[src/logic/dcs_pkg.sv]
// Constants and register map for the drive command and status register bank.
//
// Operation
// - Run-command bits b0-b11 drive inputs, reset zero.
// - Value 5 gives forward run plus high speed.
// - Bit functions follow assignments, never sequence start.
// - Network mode forces bit0 forward, bit1 reverse.
// - Enable bits b0-b11 hand control over, reset zero.
// - Enabled positions ignore terminal and fieldbus inputs.
// - Sequence start always comes from the terminals.
// - Register run control inactive in panel mode.
// - Refused writes store an access error code.
// - Failed parameter write stores number plus 8000h.
// - Other failed writes store ffffh; reset zero.
// - Error code held until software writes zero.
// - Status word follows present drive condition continuously.
// - Alarm value 16 to 20 stops the drive.
// - Other alarm values are invalid, no alarm.
// - Alarm disabled while sequence enable is zero.
// - Alarm code reported equals written value.
// - Display selection 40/41/42 shows monitors one-three.
// - Decimal field 00/01/10/11 gives 1/.1/.01/.001.
// - Decimal select bits outside fields are ignored.
`default_nettype none
package dcs_pkg;
   // Register byte offsets on the AXI4-Lite bus.
   localparam logic [7:0] OFS_RUN_CMD = 8'h00;
   localparam logic [7:0] OFS_RUN_ENA = 8'h04;
   localparam logic [7:0] OFS_ACC_ERR = 8'h08;
   localparam logic [7:0] OFS_STATUS  = 8'h0c;
   localparam logic [7:0] OFS_ALARM   = 8'h10;
   localparam logic [7:0] OFS_DEC_SEL = 8'h14;
   localparam logic [7:0] OFS_MON1    = 8'h18;
   localparam logic [7:0] OFS_MON2    = 8'h1c;
   localparam logic [7:0] OFS_MON3    = 8'h20;
   // Reset values.
   localparam logic [15:0] RST_RUN_CMD = 16'h0000;
   localparam logic [15:0] RST_RUN_ENA = 16'h0000;
   localparam logic [15:0] RST_ACC_ERR = 16'h0000;
   localparam logic [15:0] RST_WORD    = 16'h0000;
   // Error codes.
   localparam logic [15:0] ERR_PARAM_BASE = 16'h8000;
   localparam logic [15:0] ERR_OTHER      = 16'hffff;
   // User alarm window.
   localparam logic [15:0] ALARM_MIN = 16'h0010;
   localparam logic [15:0] ALARM_MAX = 16'h0014;
   // Input function codes; forward, reverse and no-function codes are plain defaults.
   localparam logic [7:0] FUNC_SEQ_START = 8'h32;
   localparam logic [7:0] FUNC_FORWARD   = 8'h3c;
   localparam logic [7:0] FUNC_REVERSE   = 8'h3d;
   localparam logic [7:0] FUNC_NONE      = 8'hff;
   // Display selection codes for the three user monitors.
   localparam logic [7:0] DISP_MON1 = 8'h28;
   localparam logic [7:0] DISP_MON2 = 8'h29;
   localparam logic [7:0] DISP_MON3 = 8'h2a;
   // Decimal point field positions.
   localparam int DP_POS_MON1 = 8;
   localparam int DP_POS_MON2 = 10;
   localparam int DP_POS_MON3 = 12;
   // Operation mode encoding.
   localparam logic [1:0] MODE_NET   = 2'h0;
   localparam logic [1:0] MODE_EXT   = 2'h1;
   localparam logic [1:0] MODE_PANEL = 2'h2;
   // AXI responses.
   localparam logic [1:0] RESP_OKAY   = 2'h0;
   localparam logic [1:0] RESP_SLVERR = 2'h2;
endpackage : dcs_pkg
`default_nettype wire

[src/logic/dcs_input_route.sv]
// Per-bit source and function routing for the drive input functions.
`timescale 1ns/10ps
`default_nettype none
module dcs_input_route #(
   parameter int N = 12
) (
   input  wire logic [N-1:0]   run_cmd,
   input  wire logic [N-1:0]   run_flags,
   input  wire logic [N-1:0]   run_ena,
   input  wire logic [N-1:0]   term_in,
   input  wire logic [N-1:0]   bus_in,
   input  wire logic [N*8-1:0] func_assign,
   input  wire logic           net_mode,
   input  wire logic           panel_mode,
   output logic      [N-1:0]   level,
   output logic      [N*8-1:0] func
);
   // One lane per input position; each lane picks its source and function code.
   for (genvar i = 0; i < N; i++) begin : g_lane
      wire       reg_ctl = run_ena[i] & ~panel_mode;
      wire [7:0] raw     = func_assign[i*8 +: 8];
      wire [7:0] net_fn  = (i == 0) ? dcs_pkg::FUNC_FORWARD : dcs_pkg::FUNC_REVERSE;
      // Enabled lanes take register bits; terminals and fieldbus are dropped.
      assign level[i] = reg_ctl ? (run_cmd[i] | run_flags[i]) : (term_in[i] | bus_in[i]);
      // Sequence start can never ride on a register-controlled lane.
      assign func[i*8 +: 8] = (i < 2 && net_mode) ? net_fn :
                              (reg_ctl && raw == dcs_pkg::FUNC_SEQ_START) ? dcs_pkg::FUNC_NONE :
                              raw;
   end
endmodule : dcs_input_route
`default_nettype wire

[src/logic/dcs_regs.sv]
// AXI4-Lite register bank for drive run command, errors, alarm and user monitors.
//
// The AXI4-Lite slave port and the register addresses were left to the implementer.
`timescale 1ns/10ps
`default_nettype none
module dcs_regs #(
   parameter int N  = 12,
   parameter int AW = 8
) (
   input  wire logic           aclk,
   input  wire logic           aresetn,
   // AXI4-Lite slave.
   input  wire logic [AW-1:0]  awaddr,
   input  wire logic [2:0]     awprot,
   input  wire logic           awvalid,
   output logic                awready,
   input  wire logic [31:0]    wdata,
   input  wire logic [3:0]     wstrb,
   input  wire logic           wvalid,
   output logic                wready,
   output logic [1:0]          bresp,
   output logic                bvalid,
   input  wire logic           bready,
   input  wire logic [AW-1:0]  araddr,
   input  wire logic [2:0]     arprot,
   input  wire logic           arvalid,
   output logic                arready,
   output logic [31:0]         rdata,
   output logic [1:0]          rresp,
   output logic                rvalid,
   input  wire logic           rready,
   // Drive side.
   input  wire logic [1:0]     op_mode,
   input  wire logic [N-1:0]   run_command_flags,
   input  wire logic [N-1:0]   term_in,
   input  wire logic [N-1:0]   bus_in,
   input  wire logic [N*8-1:0] input_function_assignment,
   input  wire logic           sequence_start_input,
   input  wire logic [15:0]    drive_status_in,
   input  wire logic           param_err_pulse,
   input  wire logic [14:0]    param_err_num,
   input  wire logic           other_err_pulse,
   input  wire logic [7:0]     sequence_function_enable_param,
   input  wire logic [7:0]     monitor_display_selection,
   output logic [N-1:0]        drive_in_level,
   output logic [N*8-1:0]      drive_in_func,
   output logic                drive_seq_start,
   output logic                user_alarm,
   output logic [4:0]          user_alarm_code,
   output logic                panel_mon_valid,
   output logic [15:0]         panel_mon_value,
   output logic [1:0]          panel_mon_dp
);
   // Register state.
   logic [N-1:0]   run_cmd_q;
   logic [N-1:0]   run_ena_q;
   logic [15:0]    acc_err_q;
   logic [15:0]    status_q;
   logic [15:0]    alarm_q;
   logic [15:0]    dec_sel_q;
   logic [15:0]    mon_q [3];
   // Bus state.
   logic           awready_q;
   logic           wready_q;
   logic           bvalid_q;
   logic [1:0]     bresp_q;
   logic           arready_q;
   logic           rvalid_q;
   logic [31:0]    rdata_q;
   logic [1:0]     rresp_q;
   logic [AW-1:0]  waddr_q;
   logic [15:0]    wdata_q;
   logic [1:0]     wstrb_q;
   // Drive-side outputs.
   logic [N-1:0]   level_q;
   logic [N*8-1:0] func_q;
   logic           seq_q;
   logic           alarm_out_q;
   logic [4:0]     alarm_code_q;
   logic           mon_valid_q;
   logic [15:0]    mon_value_q;
   logic [1:0]     mon_dp_q;

   // Channel handshakes; address and data are accepted in either order.
   wire aw_hs   = awvalid & awready_q;
   wire w_hs    = wvalid & wready_q;
   wire aw_have = ~awready_q & ~bvalid_q;
   wire w_have  = ~wready_q & ~bvalid_q;
   wire do_wr   = aw_have & w_have;
   wire b_hs    = bvalid_q & bready;
   wire ar_hs   = arvalid & arready_q;
   wire r_hs    = rvalid_q & rready;

   // Write address decode; low two address bits are ignored.
   wire [AW-1:0] wa    = {waddr_q[AW-1:2], 2'b00};
   wire sel_run_cmd    = wa == AW'(dcs_pkg::OFS_RUN_CMD);
   wire sel_run_ena    = wa == AW'(dcs_pkg::OFS_RUN_ENA);
   wire sel_acc_err    = wa == AW'(dcs_pkg::OFS_ACC_ERR);
   wire sel_status     = wa == AW'(dcs_pkg::OFS_STATUS);
   wire sel_alarm      = wa == AW'(dcs_pkg::OFS_ALARM);
   wire sel_dec_sel    = wa == AW'(dcs_pkg::OFS_DEC_SEL);
   wire sel_mon1       = wa == AW'(dcs_pkg::OFS_MON1);
   wire sel_mon2       = wa == AW'(dcs_pkg::OFS_MON2);
   wire sel_mon3       = wa == AW'(dcs_pkg::OFS_MON3);
   wire w_mapped       = sel_run_cmd | sel_run_ena | sel_acc_err | sel_status | sel_alarm |
                         sel_dec_sel | sel_mon1 | sel_mon2 | sel_mon3;

   // Byte-lane merge helper; only the two low lanes hold register bits.
   function automatic logic [15:0] merge(input logic [15:0] old_v);
      logic [15:0] m;
      m = {{8{wstrb_q[1]}}, {8{wstrb_q[0]}}};
      return (old_v & ~m) | (wdata_q & m);
   endfunction : merge

   // Continuous merges are spelled out: a function call here would only wake on its argument,
   // not on the held data or strobes, and would leave a stale value.
   wire [15:0] wr_mask   = {{8{wstrb_q[1]}}, {8{wstrb_q[0]}}};
   wire [15:0] run_cmd_m = (16'(run_cmd_q) & ~wr_mask) | (wdata_q & wr_mask);
   wire [15:0] run_ena_m = (16'(run_ena_q) & ~wr_mask) | (wdata_q & wr_mask);
   wire [15:0] acc_err_m = (acc_err_q & ~wr_mask) | (wdata_q & wr_mask);

   // Read address decode and data select.
   wire [AW-1:0] ra = {araddr[AW-1:2], 2'b00};
   wire [15:0] rd_word =
      (ra == AW'(dcs_pkg::OFS_RUN_CMD)) ? 16'(run_cmd_q) :
      (ra == AW'(dcs_pkg::OFS_RUN_ENA)) ? 16'(run_ena_q) :
      (ra == AW'(dcs_pkg::OFS_ACC_ERR)) ? acc_err_q :
      (ra == AW'(dcs_pkg::OFS_STATUS))  ? status_q :
      (ra == AW'(dcs_pkg::OFS_ALARM))   ? alarm_q :
      (ra == AW'(dcs_pkg::OFS_DEC_SEL)) ? dec_sel_q :
      (ra == AW'(dcs_pkg::OFS_MON1))    ? mon_q[0] :
      (ra == AW'(dcs_pkg::OFS_MON2))    ? mon_q[1] :
      (ra == AW'(dcs_pkg::OFS_MON3))    ? mon_q[2] : 16'h0000;
   wire r_mapped = ra <= AW'(dcs_pkg::OFS_MON3);

   // Write address channel; ready drops while an address waits for its data or response.
   always_ff @(posedge aclk) begin
      if (!aresetn) begin
         awready_q <= 1'b1;
         waddr_q   <= '0;
      end else if (aw_hs) begin
         awready_q <= 1'b0;
         waddr_q   <= awaddr;
      end else if (b_hs) begin
         awready_q <= 1'b1;
      end
   end

   // Write data channel, mirrored on the address channel.
   always_ff @(posedge aclk) begin
      if (!aresetn) begin
         wready_q <= 1'b1;
         wdata_q  <= 16'h0000;
         wstrb_q  <= 2'b00;
      end else if (w_hs) begin
         wready_q <= 1'b0;
         wdata_q  <= wdata[15:0];
         wstrb_q  <= wstrb[1:0];
      end else if (b_hs) begin
         wready_q <= 1'b1;
      end
   end

   // Write response one cycle after both halves are held.
   always_ff @(posedge aclk) begin
      if (!aresetn) begin
         bvalid_q <= 1'b0;
         bresp_q  <= dcs_pkg::RESP_OKAY;
      end else if (do_wr) begin
         bvalid_q <= 1'b1;
         bresp_q  <= w_mapped ? dcs_pkg::RESP_OKAY : dcs_pkg::RESP_SLVERR;
      end else if (b_hs) begin
         bvalid_q <= 1'b0;
      end
   end

   // Read channel; one read under way at a time.
   always_ff @(posedge aclk) begin
      if (!aresetn) begin
         arready_q <= 1'b1;
         rvalid_q  <= 1'b0;
         rdata_q   <= 32'h00000000;
         rresp_q   <= dcs_pkg::RESP_OKAY;
      end else if (ar_hs) begin
         arready_q <= 1'b0;
         rvalid_q  <= 1'b1;
         rdata_q   <= {16'h0000, rd_word};
         rresp_q   <= r_mapped ? dcs_pkg::RESP_OKAY : dcs_pkg::RESP_SLVERR;
      end else if (r_hs) begin
         arready_q <= 1'b1;
         rvalid_q  <= 1'b0;
      end
   end

   // Run command and enable words; registers stay writable in every mode.
   always_ff @(posedge aclk) begin
      if (!aresetn) begin
         run_cmd_q <= N'(dcs_pkg::RST_RUN_CMD);
         run_ena_q <= N'(dcs_pkg::RST_RUN_ENA);
      end else if (do_wr) begin
         if (sel_run_cmd) run_cmd_q <= run_cmd_m[N-1:0];
         if (sel_run_ena) run_ena_q <= run_ena_m[N-1:0];
      end
   end

   // Access error code; a new error wins over a clearing write in the same cycle.
   always_ff @(posedge aclk) begin
      if (!aresetn) begin
         acc_err_q <= dcs_pkg::RST_ACC_ERR;
      end else if (param_err_pulse) begin
         acc_err_q <= dcs_pkg::ERR_PARAM_BASE | {1'b0, param_err_num};
      end else if (other_err_pulse) begin
         acc_err_q <= dcs_pkg::ERR_OTHER;
      end else if (do_wr && sel_acc_err && acc_err_m == 16'h0000) begin
         acc_err_q <= 16'h0000;
      end
   end

   // Status word tracks the drive every cycle; bus writes to it are ignored.
   always_ff @(posedge aclk) begin
      if (!aresetn) status_q <= dcs_pkg::RST_WORD;
      else          status_q <= drive_status_in;
   end

   // User alarm, decimal select and monitor words.
   always_ff @(posedge aclk) begin
      if (!aresetn) begin
         alarm_q   <= dcs_pkg::RST_WORD;
         dec_sel_q <= dcs_pkg::RST_WORD;
         mon_q[0]  <= dcs_pkg::RST_WORD;
         mon_q[1]  <= dcs_pkg::RST_WORD;
         mon_q[2]  <= dcs_pkg::RST_WORD;
      end else if (do_wr) begin
         if (sel_alarm)   alarm_q   <= merge(alarm_q);
         if (sel_dec_sel) dec_sel_q <= merge(dec_sel_q);
         if (sel_mon1)    mon_q[0]  <= merge(mon_q[0]);
         if (sel_mon2)    mon_q[1]  <= merge(mon_q[1]);
         if (sel_mon3)    mon_q[2]  <= merge(mon_q[2]);
      end
   end

   // Mode decode; run control from registers only counts outside panel mode.
   wire net_mode   = op_mode == dcs_pkg::MODE_NET;
   wire panel_mode = op_mode == dcs_pkg::MODE_PANEL;

   wire [N-1:0]   route_level;
   wire [N*8-1:0] route_func;

   dcs_input_route #(
      .N (N)
   ) u_route (
      .run_cmd     (run_cmd_q),
      .run_flags   (run_command_flags),
      .run_ena     (run_ena_q),
      .term_in     (term_in),
      .bus_in      (bus_in),
      .func_assign (input_function_assignment),
      .net_mode    (net_mode),
      .panel_mode  (panel_mode),
      .level       (route_level),
      .func        (route_func)
   );

   // Alarm valid only inside the window and with the sequence function on.
   wire alarm_in_win = alarm_q >= dcs_pkg::ALARM_MIN && alarm_q <= dcs_pkg::ALARM_MAX;
   wire alarm_on     = alarm_in_win && sequence_function_enable_param != 8'h00;

   // Panel monitor selection; only the three defined decimal fields are looked at.
   wire sel_m1 = monitor_display_selection == dcs_pkg::DISP_MON1;
   wire sel_m2 = monitor_display_selection == dcs_pkg::DISP_MON2;
   wire sel_m3 = monitor_display_selection == dcs_pkg::DISP_MON3;
   wire [15:0] mon_pick = sel_m1 ? mon_q[0] : sel_m2 ? mon_q[1] : sel_m3 ? mon_q[2] : 16'h0000;
   wire [1:0]  dp_pick  = sel_m1 ? dec_sel_q[dcs_pkg::DP_POS_MON1 +: 2] :
                          sel_m2 ? dec_sel_q[dcs_pkg::DP_POS_MON2 +: 2] :
                          sel_m3 ? dec_sel_q[dcs_pkg::DP_POS_MON3 +: 2] : 2'b00;

   // Drive-side outputs are registered so the drive sees clean levels.
   always_ff @(posedge aclk) begin
      if (!aresetn) begin
         level_q      <= '0;
         func_q       <= '0;
         seq_q        <= 1'b0;
         alarm_out_q  <= 1'b0;
         alarm_code_q <= 5'h00;
         mon_valid_q  <= 1'b0;
         mon_value_q  <= 16'h0000;
         mon_dp_q     <= 2'b00;
      end else begin
         level_q      <= route_level;
         func_q       <= route_func;
         seq_q        <= sequence_start_input;
         alarm_out_q  <= alarm_on;
         alarm_code_q <= alarm_on ? alarm_q[4:0] : 5'h00;
         mon_valid_q  <= sel_m1 | sel_m2 | sel_m3;
         mon_value_q  <= mon_pick;
         mon_dp_q     <= dp_pick;
      end
   end

   // Port drive.
   assign awready         = awready_q;
   assign wready          = wready_q;
   assign bvalid          = bvalid_q;
   assign bresp           = bresp_q;
   assign arready         = arready_q;
   assign rvalid          = rvalid_q;
   assign rdata           = rdata_q;
   assign rresp           = rresp_q;
   assign drive_in_level  = level_q;
   assign drive_in_func   = func_q;
   assign drive_seq_start = seq_q;
   assign user_alarm      = alarm_out_q;
   assign user_alarm_code = alarm_code_q;
   assign panel_mon_valid = mon_valid_q;
   assign panel_mon_value = mon_value_q;
   assign panel_mon_dp    = mon_dp_q;
endmodule : dcs_regs
`default_nettype wire

[config.mk]
export PLATFORM = sky130hd
export DESIGN_NAME = dcs_regs
export DESIGN_NICKNAME = d
export VERILOG_FILES = /design/src/logic/dcs_pkg.sv /design/src/logic/dcs_input_route.sv /design/src/logic/dcs_regs.sv
export SDC_FILE = /design/constraint.sdc
export NUM_CORES = 1
export LEC_CHECK = 0
export ABC_AREA = 1
export BUFFER_PORTS_ARGS = -buffer_cell sky130_fd_sc_hd__buf_2
export CORE_ASPECT_RATIO = 1.75
export CORE_MARGIN = 4
export CORE_UTILIZATION = 45
export DETAILED_ROUTE_END_ITERATION = 6
export GPL_ROUTABILITY_DRIVEN = 0
export MAX_ROUTING_LAYER = met4
export PLACE_DENSITY = 0.7
export RECOVER_POWER = 50
export SLEW_MARGIN = 25
export SYNTH_ARGS = -nofsm -noshare
export SYNTH_HDL_FRONTEND = slang
export SYNTH_SLANG_ARGS = --single-unit
[constraint.sdc]
create_clock -name aclk -period 2.3 [get_ports aclk]
set_input_delay 0.115 -clock aclk [delete_from_list [all_inputs] [get_ports aclk]]
set_output_delay 0.115 -clock aclk [all_outputs]
set_load 0.005 [all_outputs]
* After elaboration in Yosys (flattened, before gate mapping) *
Memories as Yosys holds them, arrays and structs flattened.
Index checks and enable logic that the tools add are counted.

operators by class
  shift operators = 0
  add/subtract/negate cells = 0
  equal/unequal tests = 32
  bitwise gates (word level) = 80
  order comparisons = 3
  reductions and logical operators = 32
  $mul = 0
  div/mod/pow operators = 0
  mux-type cells = 71

operator list
  cell                                                                    count
  16-bit 2-to-1 mux                                                       18
  8-bit by 6-bit equality test with 1-bit output, second input constant   15
  16-bit bitwise AND                                                      7
  8-bit 2-to-1 mux                                                        12
  16-bit bitwise OR                                                       6
  6-bit by 3-bit equality test with 1-bit output, second input constant   8
  1-bit bitwise OR                                                        37
  1-bit 2-to-1 mux                                                        34
  12-bit bitwise AND                                                      2
  6-bit by 2-bit equality test with 1-bit output, second input constant   4
  12-bit bitwise OR                                                       2
  1-bit bitwise AND                                                       20
  16-bit by 5-bit >= comparator with 1-bit output, second input constant  1
  16-bit by 5-bit <= comparator with 1-bit output, second input constant  1
  1-bit logical AND                                                       16
  16-bit zero test                                                        1
  8-bit zero test                                                         2
  16-bit NOT                                                              1
  6-bit by 1-bit equality test with 1-bit output, second input constant   2
  6-bit by 4-bit equality test with 1-bit output, second input constant   2
  6-bit 2-to-1 mux                                                        2
  2-bit 2-to-1 mux                                                        5
  2-bit AND reduction                                                     5
  8-bit by 6-bit <= comparator with 1-bit output, second input constant   1
  7 further kinds                                                         14

storage, ports and cells
  output and inout port bits = 175
  input bits = 249
  register bits after elaboration = 273
  word-level logic and storage cells = 245
  bits in latches = 0
  RAM bits = 48
  ROM bits = 0
  memories kept = 1

memories
  memory  depth  width  read ports  clocked after memory_dff  write ports  RTL line        text
  mon_q   3      16     3           0                         3            dcs_regs.sv:61  logic [15:0] mon_q [3];

* Depth between registers and ports, before layout *
  depth after elaboration = 10
  depth in mapped cells = 12
  mapped depth without buffers = 11

* Hierarchy *
A second synthesis with hierarchy kept.

second synthesis, totals
  cell total of the unflattened synthesis = 1852
  area total of the unflattened synthesis = 13794.5 µm²

modules (own cells, without submodules)
  module           times used  area each (µm²)  cells each
  dcs_regs         1           12479.5          1567
  dcs_input_route  1           1315.0           285

* Least setup slack after synthesis *
Ideal clock, no wire load.

  kind = register -> register
  from = reg bvalid_q (netlist: bvalid)
  to = mem mon_q[1][0] (netlist: mon_q[0][16]) (enable)
  data arrival time = 1.285 ns
  required time = 1.928 ns
  setup time = 0.372 ns
  cell stages (with the launch flop) = 6
  clock period less this slack = 1.656 ns
  slack = 0.644 ns
  cells stage by stage = dfxtp_1 > nor3_4 > inv_2 > nor2_1 > nand2_1 > nand2_1

RTL lines
  item                      RTL line         text
  start: declaration        dcs_regs.sv:65   logic bvalid_q;
  start signal: assignment  dcs_regs.sv:167  bvalid_q <= 1'b0;
  start signal: assignment  dcs_regs.sv:170  bvalid_q <= 1'b1;
  start signal: assignment  dcs_regs.sv:173  bvalid_q <= 1'b0;
  end: declaration          dcs_regs.sv:61

==> results.txt <==
Largest area contributor in the netlist = dfxtp_1
Critical path peak fanout = 155
Setup violators final = 0
Lkg Pwr = 0.00819 uW
Normalized max-slew margin = -10.8%
Final Util = 63.4%
Final WL = 48.9 mm
Max VDD drop = 0.642 mV
Num rows = 82
Vias in the first global route = 13.6k
Placed inst area = 15200 sq um
Critical path type = in2reg
Gate Count Post-Synth = 1667
Multi-input gate area = 4850 sq um
Clock period minus worst slack = 2050 ps
Failing checks = capacitance limit, slew limit
I/O pin count = 424
Initial core utilization = 45.4%
Dpl hpwl = 33.8 mm
Core ar. = 28600 sq um
Maximum clock frequency = 0.488 GHz
Worst R2R Path Depth = 5
Worst hold path depth = 3
Worst EP required = 2800 ps
Setup repair after global routing missed its margin = no
Power Dens Cells = 689 nW/um^2
Total gr overflow = 0
Mapped Area = 13000 sq um
GRT Overall Usage = 30.3%
Max cap viols = 1
Setup crit end kind = flip-flop
Startpoint Class = primary input
Register bit total from synthesis = 317
Share of layout cells above drive strength 1 = 15.9%
Synth-to-layout area growth = 39.5%
Register clock-pin slew on the reported worst setup and hold paths = 70 ps
Clock buffer depth = 3
Commonest cells after routing, fill and taps aside = a21oi_1, dfxtp_1, buf_2
Detail-routed net length per standard cell = 18.6 um
Initial antenna violation count = 2
Most common cell after layout, fill and taps aside = a21oi_1
Synth unique cells = 40
Die Width = 137 um
Worst-margin pin slew = 1660 ps
Avg Cell Area, Syn = 7.80 sq um
Post-Layout Cell Count = 2635
Yosys warns = 0
Via density = 5.24
Sink Count = 317
CP Data Arrival Time = 2550 ps
# port buffers = 377
DRT Pass-1 Iters = 5
Drt initial violations = 827
Yosys top cell area share = 41.4%
Run status = finished, violations left
Fin. max-slew vios = 156
Final nets = 2483
Layout Skew = 10.4 ps
CTS Root Cell = clkbuf_16
Placed cell count = 2374
Ranking of synthesized cells by area = dfxtp_1, edfxtp_1, a21oi_1
Hold Crit Class = in2reg
H-tree levels = 1
Largest net degree at the start of global routing = 156
Remaining DRCs = 0
Setup TNS = 0 ps
Post-detailed-route count of antenna-violating nets = 0
Sequential share of the synthesized area = 52.5%
Fill cells = 2430
CTS tree = done
Vias = 13.8k
Fin crit share = 89.1%
Design area = 18100 sq um
DIE HEIGHT = 233 um
Global-route wire length before repair = 72.6 mm
FF/Latch Area = 6830 sq um
CTS Buf Count = 28
Final hold vios = 0
Clk_lat worst skew = 560 ps
Die Footprint = 31800 sq um
## cells by family (layout without fill, tap and decap cells)
| kind of cell | Yosys count | count (layout) | synth area share [%] |
|---|---|---|---|
| simple gates | 555 | 555 | 19.0 |
| compound gates | 448 | 448 | 17.6 |
| buf+inv | 346 | 917 | 10.9 |
| flops | 317 | 317 | 52.5 |
| other cells | 1 | 20 | 0.0288 |
## worst paths after layout
path	slack [ps]	end	start
worst max-delay path	250	rresp[1]$_SDFFE_PN0P_	aresetn
worst max register to register	270	drive_in_level[11]$_SDFF_PN0_	flip-flop
worst min register to register	450	flip-flop	flip-flop
worst min-delay path	20	acc_err_q[11]$_SDFFE_PN0P_	param_err_pulse
## what timing repair did
item,in CTS,in global routing
buffers inserted,0,0
hold endpoints to repair,171,0
resized for setup,0,0
hold buffers,208,0
## stage by stage
step | total power, uW | setup WS (ps) | hold slack, ps
finish | 12500 | 252 | 17.9
CTS | 12500 | 365 | 10.9
global placement | 7190 | 501 | 295
detailed placement | 7220 | 420 | 302
global route | 12900 | 150 | 43.9
floorplan | 6640 | 644 | 208
## critical path: stages
cell and delay (ps):
clkbuf_4 110, clkbuf_4 1180, o21ai_0 270, a21oi_1 190, dlygate4sd3_1 570
## Yosys cell counts, drive strengths merged
cell type	instances
a21oi	292
a31oi	5
nand4	53
o22ai	12
a2111oi	1
o31ai	1
edfxtp	48
nand2	217
nor4	13
nor3	12
buf	43
nor2b	2
o21a	1
conb	1
nand3	57
o21ai	135
or2	4
inv	246
nor2	197
clkbuf	55
clkinv	2
dfxtp	269
a211oi	1
## report_power, final
part | internal, uW | total, uW | switching [uW]
Combinational | 643 | 1400 | 758
Sequential | 5850 | 6010 | 160
Clock | 2910 | 5090 | 2170
Total | 9400 | 12500 | 3090
## layer usage
layer	part of all wire [%]	global-route usage, %
met5	0	-
met4	7.4	20.1
met3	7.7	3.92
met2	52	55.0
met1	33	29.6
## layout make-up
class                   count  share of cell area (%)
diodes                      1                  0.0138
clock buffers              36                    4.60
clock inverters            16                   0.931
inverters                 248                    5.14
multi-input cells        1022                    26.7
flip-flops and latches    317                    37.6
well taps                 378                    2.61
repair buffers            617                    22.4
(Power assumes the default switching activity.)
